## src/inc/adc_ctrl_pkg.sv

```systemverilog
`default_nettype none
package adc_ctrl_pkg;
	localparam int GROUPS = 8;
	localparam int CHANNELS = 12;
	localparam int GRP_W = 3;
	localparam int CH_W = 4;
	localparam int CONV_W = 12;
	localparam int OFF_W = 13;
	localparam int RES_W = 16;
	localparam int ADDR_W = 12;
	localparam int CTRL_W = 8;

	// Register byte addresses
	localparam logic [ADDR_W-1:0] SINGLE_TRIGGER_REG = 12'h000;
	localparam logic [ADDR_W-1:0] CONTINUOUS_TRIGGER_REG = 12'h004;
	localparam logic [ADDR_W-1:0] GROUP_IRQ_ENABLE_REG = 12'h008;
	localparam logic [ADDR_W-1:0] GROUP_DONE_FLAG_REG = 12'h00c;
	localparam logic [ADDR_W-1:0] BYTE_POINTER_RESET_REG = 12'h010;
	localparam logic [ADDR_W-1:0] UNIT_LOCKSTEP_REG = 12'h014;
	localparam logic [ADDR_W-1:0] GROUP_EXECUTION_STATE_REG = 12'h018;
	localparam logic [ADDR_W-1:0] GROUP_ENTRY_STATE_REG = 12'h01c;
	localparam logic [ADDR_W-1:0] CONVERTER_CONTROL_REG = 12'h020;
	localparam logic [ADDR_W-1:0] CHANNEL_SEQUENCE_BASE = 12'h040;
	localparam logic [ADDR_W-1:0] CHANNEL_EVENT_SELECT_BASE = 12'h080;
	localparam logic [ADDR_W-1:0] CHANNEL_OFFSET_BASE = 12'h0c0;
	localparam logic [ADDR_W-1:0] RESULT_BYTE_BASE = 12'h100;
	localparam logic [ADDR_W-1:0] RESULT_WORD_BASE = 12'h140;

	// Event select layout: low byte then high nibble
	localparam int EVT_LOW_LSB = 0;
	localparam int EVT_LOW_W = 8;
	localparam int EVT_HIGH_LSB = 8;
	localparam int EVT_HIGH_W = 4;
	localparam int LOCKSTEP_BIT = 0;
	localparam int BYTE_W = 8;
	localparam logic [RES_W-1:0] RESULT_RESET = 16'h0000;
	localparam logic [CTRL_W-1:0] CTRL_RESET = 8'h00;

	typedef struct packed {
		logic psel;
		logic penable;
		logic pwrite;
		logic [ADDR_W-1:0] paddr;
		logic [31:0] pwdata;
	} apb_req_t;

	typedef struct packed {
		logic [31:0] prdata;
		logic pready;
		logic pslverr;
	} apb_rsp_t;

	typedef struct packed {
		logic start;
		logic [CH_W-1:0] channel;
		logic [CTRL_W-1:0] setting;
	} conv_req_t;

	typedef struct packed {
		logic done;
		logic [CONV_W-1:0] data;
	} conv_rsp_t;

	typedef enum logic [3:0] {
		ST_IDLE = 4'b0001,
		ST_SYNC_WAIT = 4'b0010,
		ST_START = 4'b0100,
		ST_CONVERT = 4'b1000
	} seq_state_t;
endpackage
`default_nettype wire

```

## src/rtl/adc_group_trigger_result_sync.sv

```systemverilog
// Notes on behaviour
// - One single-trigger write gives one trigger.
// - Repeat bit set fires trigger every cycle.
// - Repeat trigger arrives one cycle later.
// - CPU trigger sources are permanently wired.
// - Group finish always sets done flag.
// - Interrupt when enabled done flag set.
// - Flags hold until written one; 0xff clears all.
// - Hardware set beats software clear.
// - Result is 12-bit value plus signed offset.
// - CPU reads low byte then high byte.
// - Pointer reset makes next read low byte.
// - Word window returns full 16 bits directly.
// - Enabled channel finish pulses group event.
// - Several event pulses per group run.
// - Lockstep aligns group0 start across units.
// - Lockstep group0 waits for peer running.
// - Peer running seen two cycles after change.
// - Lone lockstep unit waits forever.
// - Clearing lockstep releases waiting unit immediately.
// - Lowest entered group runs next.
// - Trigger to entered group discarded; last start unenters.
`timescale 1ns/1ps
`default_nettype none
module adc_group_trigger_result_sync (
	// Clock and reset
	input wire logic clk,
	input wire logic reset_n,
	// Register bus
	input wire adc_ctrl_pkg::apb_req_t apb_req,
	output adc_ctrl_pkg::apb_rsp_t apb_rsp,
	// Analog converter
	output adc_ctrl_pkg::conv_req_t conv_req,
	input wire adc_ctrl_pkg::conv_rsp_t conv_rsp,
	// Peer unit lock-step
	input wire logic peer_group0_running,
	output logic group0_running,
	// Events and interrupt
	output logic [adc_ctrl_pkg::GROUPS-1:0] group_event,
	output logic irq
);
	localparam int G = adc_ctrl_pkg::GROUPS;
	localparam int C = adc_ctrl_pkg::CHANNELS;
	localparam int AW = adc_ctrl_pkg::ADDR_W;

	function automatic logic [adc_ctrl_pkg::CH_W-1:0] lowest_bit(input logic [C-1:0] m);
		logic [adc_ctrl_pkg::CH_W-1:0] idx;
		idx = '0;
		for (int i = C - 1; i >= 0; i--) begin
			if (m[i]) begin
				idx = adc_ctrl_pkg::CH_W'(i);
			end
		end
		return idx;
	endfunction

	function automatic logic in_block(input logic [AW-1:0] a, input logic [AW-1:0] base, input int n);
		return (a >= base) && (int'(a) < int'(base) + 4 * n) && (a[1:0] == 2'b00);
	endfunction

	function automatic logic [adc_ctrl_pkg::CH_W-1:0] block_index(input logic [AW-1:0] a,
			input logic [AW-1:0] base);
		logic [AW-1:0] diff;
		diff = a - base;
		return diff[adc_ctrl_pkg::CH_W+1:2];
	endfunction

	// Bus phases
	logic pready_q;
	logic access_done;
	logic wr_en;
	logic rd_en;
	assign access_done = apb_req.psel && apb_req.penable && pready_q;
	assign wr_en = access_done && apb_req.pwrite;
	assign rd_en = access_done && !apb_req.pwrite;

	function automatic logic wr_to(input logic [AW-1:0] a);
		return wr_en && (apb_req.paddr == a);
	endfunction

	logic [adc_ctrl_pkg::CH_W-1:0] acc_idx;
	logic in_seq;
	logic in_evt;
	logic in_off;
	logic in_rbyte;
	logic in_rword;
	always_comb begin
		acc_idx = '0;
		in_seq = in_block(apb_req.paddr, adc_ctrl_pkg::CHANNEL_SEQUENCE_BASE, G);
		in_evt = in_block(apb_req.paddr, adc_ctrl_pkg::CHANNEL_EVENT_SELECT_BASE, G);
		in_off = in_block(apb_req.paddr, adc_ctrl_pkg::CHANNEL_OFFSET_BASE, C);
		in_rbyte = in_block(apb_req.paddr, adc_ctrl_pkg::RESULT_BYTE_BASE, C);
		in_rword = in_block(apb_req.paddr, adc_ctrl_pkg::RESULT_WORD_BASE, C);
		if (in_seq) begin
			acc_idx = block_index(apb_req.paddr, adc_ctrl_pkg::CHANNEL_SEQUENCE_BASE);
		end else if (in_evt) begin
			acc_idx = block_index(apb_req.paddr, adc_ctrl_pkg::CHANNEL_EVENT_SELECT_BASE);
		end else if (in_off) begin
			acc_idx = block_index(apb_req.paddr, adc_ctrl_pkg::CHANNEL_OFFSET_BASE);
		end else if (in_rbyte) begin
			acc_idx = block_index(apb_req.paddr, adc_ctrl_pkg::RESULT_BYTE_BASE);
		end else if (in_rword) begin
			acc_idx = block_index(apb_req.paddr, adc_ctrl_pkg::RESULT_WORD_BASE);
		end
	end

	// Software state
	logic [G-1:0] loop_q;
	logic [G-1:0] ien_q;
	logic [G-1:0] done_q;
	logic [G-1:0] done_d;
	logic lockstep_q;
	logic [adc_ctrl_pkg::CTRL_W-1:0] ctrl_q;
	logic byte_ptr_q;
	logic [C-1:0] seq_q [G];
	logic [C-1:0] evsel_q [G];
	logic [adc_ctrl_pkg::OFF_W-1:0] offset_q [C];
	logic [adc_ctrl_pkg::RES_W-1:0] result_q [C];

	// Sequencer state
	adc_ctrl_pkg::seq_state_t state_q;
	logic [G-1:0] entered_q;
	logic [G-1:0] exec_q;
	logic [adc_ctrl_pkg::GRP_W-1:0] cur_grp_q;
	logic [C-1:0] remain_q;
	logic [adc_ctrl_pkg::CH_W-1:0] cur_ch_q;
	logic peer_meta_q;
	logic peer_run_q;

	// Single write fires on the write edge itself; repeat bits fire from storage
	logic [G-1:0] single_fire;
	logic [G-1:0] trigger;
	assign single_fire = (wr_en && apb_req.paddr == adc_ctrl_pkg::SINGLE_TRIGGER_REG)
		? apb_req.pwdata[G-1:0] : '0;
	assign trigger = single_fire | loop_q;

	always_ff @(posedge clk or negedge reset_n) begin
		if (!reset_n) begin
			loop_q <= '0;
			ien_q <= '0;
			lockstep_q <= 1'b0;
			ctrl_q <= adc_ctrl_pkg::CTRL_RESET;
		end else begin
			if (wr_to(adc_ctrl_pkg::CONTINUOUS_TRIGGER_REG)) begin
				loop_q <= apb_req.pwdata[G-1:0];
			end
			if (wr_to(adc_ctrl_pkg::GROUP_IRQ_ENABLE_REG)) begin
				ien_q <= apb_req.pwdata[G-1:0];
			end
			if (wr_to(adc_ctrl_pkg::UNIT_LOCKSTEP_REG)) begin
				lockstep_q <= apb_req.pwdata[adc_ctrl_pkg::LOCKSTEP_BIT];
			end
			if (wr_to(adc_ctrl_pkg::CONVERTER_CONTROL_REG)) begin
				ctrl_q <= apb_req.pwdata[adc_ctrl_pkg::CTRL_W-1:0];
			end
		end
	end

	genvar gi;
	generate
		for (gi = 0; gi < G; gi++) begin : g_group_cfg
			always_ff @(posedge clk or negedge reset_n) begin
				if (!reset_n) begin
					seq_q[gi] <= '0;
					evsel_q[gi] <= '0;
				end else if (wr_en && acc_idx == adc_ctrl_pkg::CH_W'(gi)) begin
					if (in_seq) begin
						seq_q[gi] <= apb_req.pwdata[C-1:0];
					end
					if (in_evt) begin
						evsel_q[gi] <= apb_req.pwdata[C-1:0];
					end
				end
			end
		end
		for (gi = 0; gi < C; gi++) begin : g_channel
			always_ff @(posedge clk or negedge reset_n) begin
				if (!reset_n) begin
					offset_q[gi] <= '0;
				end else if (wr_en && in_off && acc_idx == adc_ctrl_pkg::CH_W'(gi)) begin
					offset_q[gi] <= apb_req.pwdata[adc_ctrl_pkg::OFF_W-1:0];
				end
			end
			always_ff @(posedge clk or negedge reset_n) begin
				if (!reset_n) begin
					result_q[gi] <= adc_ctrl_pkg::RESULT_RESET;
				end else if (state_q == adc_ctrl_pkg::ST_CONVERT && conv_rsp.done
						&& cur_ch_q == adc_ctrl_pkg::CH_W'(gi)) begin
					result_q[gi] <= adc_ctrl_pkg::RES_W'($signed({4'h0, conv_rsp.data}))
						+ adc_ctrl_pkg::RES_W'($signed(offset_q[gi]));
				end
			end
		end
	endgenerate

	// Byte pointer for CPU reads of the byte window
	always_ff @(posedge clk or negedge reset_n) begin
		if (!reset_n) begin
			byte_ptr_q <= 1'b0;
		end else if (wr_to(adc_ctrl_pkg::BYTE_POINTER_RESET_REG) && apb_req.pwdata[0]) begin
			byte_ptr_q <= 1'b0;
		end else if (rd_en && in_rbyte) begin
			byte_ptr_q <= !byte_ptr_q;
		end
	end

	// Group finish and flag clear
	logic grp_finish;
	assign grp_finish = (state_q == adc_ctrl_pkg::ST_START && remain_q == '0)
		|| (state_q == adc_ctrl_pkg::ST_CONVERT && conv_rsp.done && remain_q == '0);

	always_comb begin
		done_d = done_q;
		if (wr_to(adc_ctrl_pkg::GROUP_DONE_FLAG_REG)) begin
			done_d = done_q & ~apb_req.pwdata[G-1:0];
		end
		if (grp_finish) begin
			done_d[cur_grp_q] = 1'b1;
		end
	end

	always_ff @(posedge clk or negedge reset_n) begin
		if (!reset_n) begin
			done_q <= '0;
			irq <= 1'b0;
		end else begin
			done_q <= done_d;
			irq <= |(done_q & ien_q);
		end
	end

	// Peer running indication through two flops
	always_ff @(posedge clk or negedge reset_n) begin
		if (!reset_n) begin
			peer_meta_q <= 1'b0;
			peer_run_q <= 1'b0;
			group0_running <= 1'b0;
		end else begin
			peer_meta_q <= peer_group0_running;
			peer_run_q <= peer_meta_q;
			group0_running <= exec_q[0];
		end
	end

	// Entry state
	logic [G-1:0] unenter;
	logic [adc_ctrl_pkg::GRP_W-1:0] pick_grp;
	logic [C-1:0] remain_next;
	assign pick_grp = adc_ctrl_pkg::GRP_W'(lowest_bit({{(C-G){1'b0}}, entered_q}));
	assign remain_next = remain_q & ~(C'(1) << lowest_bit(remain_q));

	always_comb begin
		unenter = '0;
		if (state_q == adc_ctrl_pkg::ST_START && remain_next == '0) begin
			unenter[cur_grp_q] = 1'b1;
		end
	end

	always_ff @(posedge clk or negedge reset_n) begin
		if (!reset_n) begin
			entered_q <= '0;
		end else begin
			entered_q <= (entered_q & ~unenter) | (trigger & ~entered_q);
		end
	end

	// Group sequencer
	always_ff @(posedge clk or negedge reset_n) begin
		if (!reset_n) begin
			state_q <= adc_ctrl_pkg::ST_IDLE;
			exec_q <= '0;
			cur_grp_q <= '0;
			remain_q <= '0;
			cur_ch_q <= '0;
		end else begin
			case (state_q)
				adc_ctrl_pkg::ST_IDLE: begin
					if (entered_q != '0) begin
						cur_grp_q <= pick_grp;
						remain_q <= seq_q[pick_grp];
						exec_q[pick_grp] <= 1'b1;
						if (pick_grp == '0 && lockstep_q) begin
							state_q <= adc_ctrl_pkg::ST_SYNC_WAIT;
						end else begin
							state_q <= adc_ctrl_pkg::ST_START;
						end
					end
				end
				adc_ctrl_pkg::ST_SYNC_WAIT: begin
					if (!lockstep_q || peer_run_q) begin
						state_q <= adc_ctrl_pkg::ST_START;
					end
				end
				adc_ctrl_pkg::ST_START: begin
					if (remain_q == '0) begin
						exec_q[cur_grp_q] <= 1'b0;
						state_q <= adc_ctrl_pkg::ST_IDLE;
					end else begin
						cur_ch_q <= lowest_bit(remain_q);
						remain_q <= remain_next;
						state_q <= adc_ctrl_pkg::ST_CONVERT;
					end
				end
				adc_ctrl_pkg::ST_CONVERT: begin
					if (conv_rsp.done) begin
						if (remain_q == '0) begin
							exec_q[cur_grp_q] <= 1'b0;
							state_q <= adc_ctrl_pkg::ST_IDLE;
						end else begin
							state_q <= adc_ctrl_pkg::ST_START;
						end
					end
				end
				default: begin
					state_q <= adc_ctrl_pkg::ST_IDLE;
				end
			endcase
		end
	end

	// Converter request and group events
	always_ff @(posedge clk or negedge reset_n) begin
		if (!reset_n) begin
			conv_req <= '0;
			group_event <= '0;
		end else begin
			conv_req.start <= state_q == adc_ctrl_pkg::ST_START && remain_q != '0;
			conv_req.channel <= lowest_bit(remain_q);
			conv_req.setting <= ctrl_q;
			group_event <= '0;
			if (state_q == adc_ctrl_pkg::ST_CONVERT && conv_rsp.done && evsel_q[cur_grp_q][cur_ch_q]) begin
				group_event[cur_grp_q] <= 1'b1;
			end
		end
	end

	// Read data and bus answer
	logic [31:0] rd_data;
	logic rd_err;
	always_comb begin
		rd_data = '0;
		rd_err = 1'b0;
		case (apb_req.paddr)
			adc_ctrl_pkg::SINGLE_TRIGGER_REG: rd_data = '0;
			adc_ctrl_pkg::CONTINUOUS_TRIGGER_REG: rd_data[G-1:0] = loop_q;
			adc_ctrl_pkg::GROUP_IRQ_ENABLE_REG: rd_data[G-1:0] = ien_q;
			adc_ctrl_pkg::GROUP_DONE_FLAG_REG: rd_data[G-1:0] = done_q;
			adc_ctrl_pkg::BYTE_POINTER_RESET_REG: rd_data = '0;
			adc_ctrl_pkg::UNIT_LOCKSTEP_REG: rd_data[adc_ctrl_pkg::LOCKSTEP_BIT] = lockstep_q;
			adc_ctrl_pkg::GROUP_EXECUTION_STATE_REG: rd_data[G-1:0] = exec_q;
			adc_ctrl_pkg::GROUP_ENTRY_STATE_REG: rd_data[G-1:0] = entered_q;
			adc_ctrl_pkg::CONVERTER_CONTROL_REG: rd_data[adc_ctrl_pkg::CTRL_W-1:0] = ctrl_q;
			default: begin
				if (in_seq) begin
					rd_data[C-1:0] = seq_q[acc_idx[adc_ctrl_pkg::GRP_W-1:0]];
				end else if (in_evt) begin
					rd_data[C-1:0] = evsel_q[acc_idx[adc_ctrl_pkg::GRP_W-1:0]];
				end else if (in_off) begin
					rd_data[adc_ctrl_pkg::OFF_W-1:0] = offset_q[acc_idx];
				end else if (in_rbyte) begin
					rd_data[adc_ctrl_pkg::BYTE_W-1:0] = byte_ptr_q
						? result_q[acc_idx][adc_ctrl_pkg::RES_W-1:adc_ctrl_pkg::BYTE_W]
						: result_q[acc_idx][adc_ctrl_pkg::BYTE_W-1:0];
				end else if (in_rword) begin
					rd_data[adc_ctrl_pkg::RES_W-1:0] = result_q[acc_idx];
				end else begin
					rd_err = 1'b1;
				end
			end
		endcase
	end

	always_ff @(posedge clk or negedge reset_n) begin
		if (!reset_n) begin
			pready_q <= 1'b0;
			apb_rsp <= '0;
		end else begin
			pready_q <= apb_req.psel && apb_req.penable && !pready_q;
			apb_rsp.pready <= apb_req.psel && apb_req.penable && !pready_q;
			apb_rsp.pslverr <= apb_req.psel && apb_req.penable && !pready_q && rd_err;
			if (apb_req.psel && apb_req.penable && !pready_q && !apb_req.pwrite) begin
				apb_rsp.prdata <= rd_data;
			end
		end
	end
endmodule
`default_nettype wire

```

## config.mk

```make
export PLATFORM = sky130hd
export DESIGN_NAME = adc_group_trigger_result_sync
export DESIGN_NICKNAME = d
export VERILOG_FILES = /design/src/inc/adc_ctrl_pkg.sv /design/src/rtl/adc_group_trigger_result_sync.sv
export SDC_FILE = /design/constraint.sdc
export NUM_CORES = 2
export LEC_CHECK = 0
export BUFFER_PORTS_ARGS = -buffer_cell sky130_fd_sc_hd__buf_2
export CAP_MARGIN = 20
export CORE_MARGIN = 3
export CORE_UTILIZATION = 54
export DETAILED_ROUTE_END_ITERATION = 10
export PLACE_DENSITY = 0.71
export SYNTH_ARGS = -nofsm -noshare
export SYNTH_HDL_FRONTEND = slang
export SYNTH_SLANG_ARGS = --single-unit
```

## constraint.sdc

```tcl
create_clock -name clk -period 3.2 [get_ports clk]
set_input_delay 0.64 -clock clk [delete_from_list [all_inputs] [get_ports clk]]
set_output_delay 0.64 -clock clk [all_outputs]
set_load 0.02 [all_outputs]
```

==> results.cfg <==
[outcome]
run_status = complete, no violations

[timing]
finalSetupTns_ns = 0
rsz0062_at_grt = no
finalHoldViolCount = 0
finalCritPeriodShare = 0.958
fin_worst_skew_ns = 0.0299
timing.hold.ws_ns = 0.117
tightest_slew_ns = 1.20
fmax_mhz = 326
min_period_ns = 3.06
fin_ws_ns = 0.136
setup_viol_count_final = 0
drv_slew = 0
relSlewSlack = 0.202

[clocking]
post_cts_resized = 0
insertion_delay_ns = 0.64
cts.clk_slew.worst_paths_ns = 0.06
htree_num_levels = 3
cts_root_buffer = clkbuf_16
cts.sinks = 630
cts_buffers = 71
cts_tree = yes
cts_buffer_depth = 3

[worst_setup_path]
cp_top_family = simple AND/OR/NAND/NOR gates
crit_fanout = 14
start_kind = input port
end_kind = flop
path_cells = buf_2 > nor4_4 > buf_4 > nand2_2 > o21ai_4 > buf_12 > buf_4 > buf_4 > nand2_1 > nor3_1 > nor4_1 > a311o_1 > a31oi_1
cp_slowest_cell = nor3_1
crit_buf_inv = 5
cpPeakStageDelay_ns = 0.57
required_ns = 3.74
worstPathArrival_ns = 3.60
path_class = in -> reg
crit_path_frequent_cell = buf_4

[synth]
synthArstFlopShare = 1.00
synth_seq_area_share = 0.431
synth_top_cell_by_area = dfrtp_1
syn_area_sq_um = 36600
synth-seq-cells = 630
synth-main-ff-cell = dfrtp_1
synth_top_area_frac = 0.430
yosysWarnings = 0
synth_area_leaders = dfrtp_1 (43%), mux2_2 (14%), ha_1 (4.9%)
syn_avg_cell_area_sq_um = 10.2
synthCells = 3597
synth_cell_type_count = 88
synth_edf_count = 0

[route]
routed_via_density = 6.74
drtPass1Iterations = 10
vias = 32800
drc_errors = 0
drtIter0Drc = 4684
ant_nets = 0
wirelength_um = 143000
wl_per_cell_um = 29.4

[floorplan]
die_x_um = 266
core_area_sq_um = 66500
design.die.area_sq_um = 71000
start_util = 0.551
die_h_um = 266
rows = 94
io-pin-count = 120

[pwr]
p_switching_mw = 5.49
intPower_mw = 13.7
pwr-share-comb = 0.132
pwr-share-clk = 0.430
irDropWorstVdd_mv = 0.323
power_frac_seq = 0.438
p_leak_nw = 20.4
power_mw = 19.2
powerDensity_nw_per_um2 = 444
switching_share = 0.286

[placement]
place_ws_ns = -0.359
gp_congestion = 1.05
portBuffers = 84
dp_hpwl_um = 105000

[flow_run]
maxCapViolations = 0

[grt]
grt_pass1_wl_um = 209000
grt_pass1_vias = 31400
grt_overflow_total = 0
antenna_found_initial = 4
grt_max_degree = 92
grt_use_total = 0.401

[layout]
post-route-util = 0.649
fillers = 5365
seq_area_sq_um = 15800
nets = 4169
area_growth_pct = 17.8
layout-drive-gt1-share = 0.277
multiInputGateArea_sq_um = 19600

[worst_hold_path]
hp-class = in -> reg
[synth_stat cells, drive strengths merged, types with 33 or more instances]
cell type  instances
dfrtp            629
inv               69
ha               144
xor2              76
xnor2             49
nand2b            35
a21oi            151
mux2             440
buf              113
nor2             191
a221oi            41
clkbuf           126
o21ai            279
nor3              92
a22oi             74
nor2b             35
nand2            357
a31oi             47
mux2i             65
nand3             86
a21o              33
[worst register-to-register path: stages, from the launching register on]
cell and delay [ns]:
dfrtp_1 0.40, buf_4 0.29, nor2b_1 0.52, nor2b_1 0.56
a221oi_1 0.18, a31oi_1 0.30, mux4_2 0.31, a22oi_2 0.08
buf_4 0.17, nor2_1 0.13
[repair_timing]
item                                   4_1_cts  5_1_grt
endpoints found under the hold margin        2        0
buffers inserted                             0        0
hold buffers                                 1        0
[sequential cells by signal, summed over array words and instances (netlist names), 3 cells and up]
name and flops:
done_q 8, entered_q 8, exec_q 8, ien_q 8, apb_rsp 15, loop_q 8, remain_q 12, evsel_q 96
ctrl_q 8, offset_q 156, conv_req 13, seq_q 96, group_event 8, state_q 4, cur_grp_q 3, cur_ch_q 4
result_q 168
[power groups by stage]
stage,Sequential (mW),Clock [mW],Combinational [mW]
finish,8.40,8.24,2.53
floorplan,8.42,0,1.20
CTS,8.39,8.28,2.46
global route,8.41,8.61,2.67
global placement,8.53,0,2.42
detailed placement,8.53,0,2.44
[cell usage in the layout (no fill, tap or decap), types with 16 or more instances in the layout]
cell type	n
nor2b_1	35
conb_1	16
buf_12	42
xor2_1	76
a222oi_1	27
xnor2_1	49
o22ai_1	28
nor2_1	183
nand2b_1	35
ha_1	144
a22oi_1	73
a21o_1	33
nand2_1	355
o41ai_1	24
or3_1	25
mux2_2	440
a22o_1	26
nor4_1	17
nand3_1	85
mux2i_1	65
buf_4	379
buf_2	81
a221oi_1	41
dfrtp_1	629
a21oi_1	150
and3_1	21
or2_2	17
a211oi_1	31
clkbuf_16	71
clkbuf_1	20
a31oi_1	47
nor3_1	86
o21ai_0	274
inv_1	69
[path summary, 6_finish.rpt]
kind                                          start  cells past startpoint  slack (ns)        endpoint
max in group asynchronous                   reset_n                      3        1.63      state_q[0]
worst min-delay path            peer_group0_running                      1        0.12     peer_meta_q
worst min register to register          peer_meta_q                      0        0.35      peer_run_q
worst max-delay path                    apb_req[33]                     13        0.14      apb_rsp[2]
worst max register to register         cur_grp_q[2]                      9        0.16  group_event[5]
min in group asynchronous                   reset_n                      2        0.58   offset_q[131]
[cell families (layout without fill, tap and decap cells)]
family          after synthesis  after routing  synth area share
buf+inv                     309            700            0.0368
flops                       630            630             0.431
fa+ha+maj                   156            156            0.0558
other cells                   1             17          0.000102
simple gates                921            921             0.117
mux                         511            511             0.157
xor+xnor                    125            125            0.0299
compound gates              944            944             0.174
[per-layer routing]
metal	GRT usage	vias to the layer above	part of all wire
met5	0	-	0.00026
met4	0.183	6	0.051
met3	0.101	394	0.12
met2	0.582	2130	0.42
met1	0.566	16200	0.41
li1	-	14000	-
[metrics by stage]
stage                     instance area [sq um]  instances
after CTS                                 43100       4867
final                                     43100       4868
after floorplan                           36700       3612
after global placement                    40800       4740
after detailed placement                  40800       4740
after global routing                      43100       4867
[cell type report]
cell class | instances | area share
Antenna cell | 1 | 0.0000580
Clock buffer | 99 | 0.0455
Clock inverter | 27 | 0.00737
Inverter | 70 | 0.00609
Multi-Input combinational cell | 2673 | 0.455
Sequential cell | 630 | 0.365
Tap cell | 864 | 0.0251
Timing Repair Buffer | 504 | 0.0954
No activity file was read; power rests on OpenSTA's default activity.
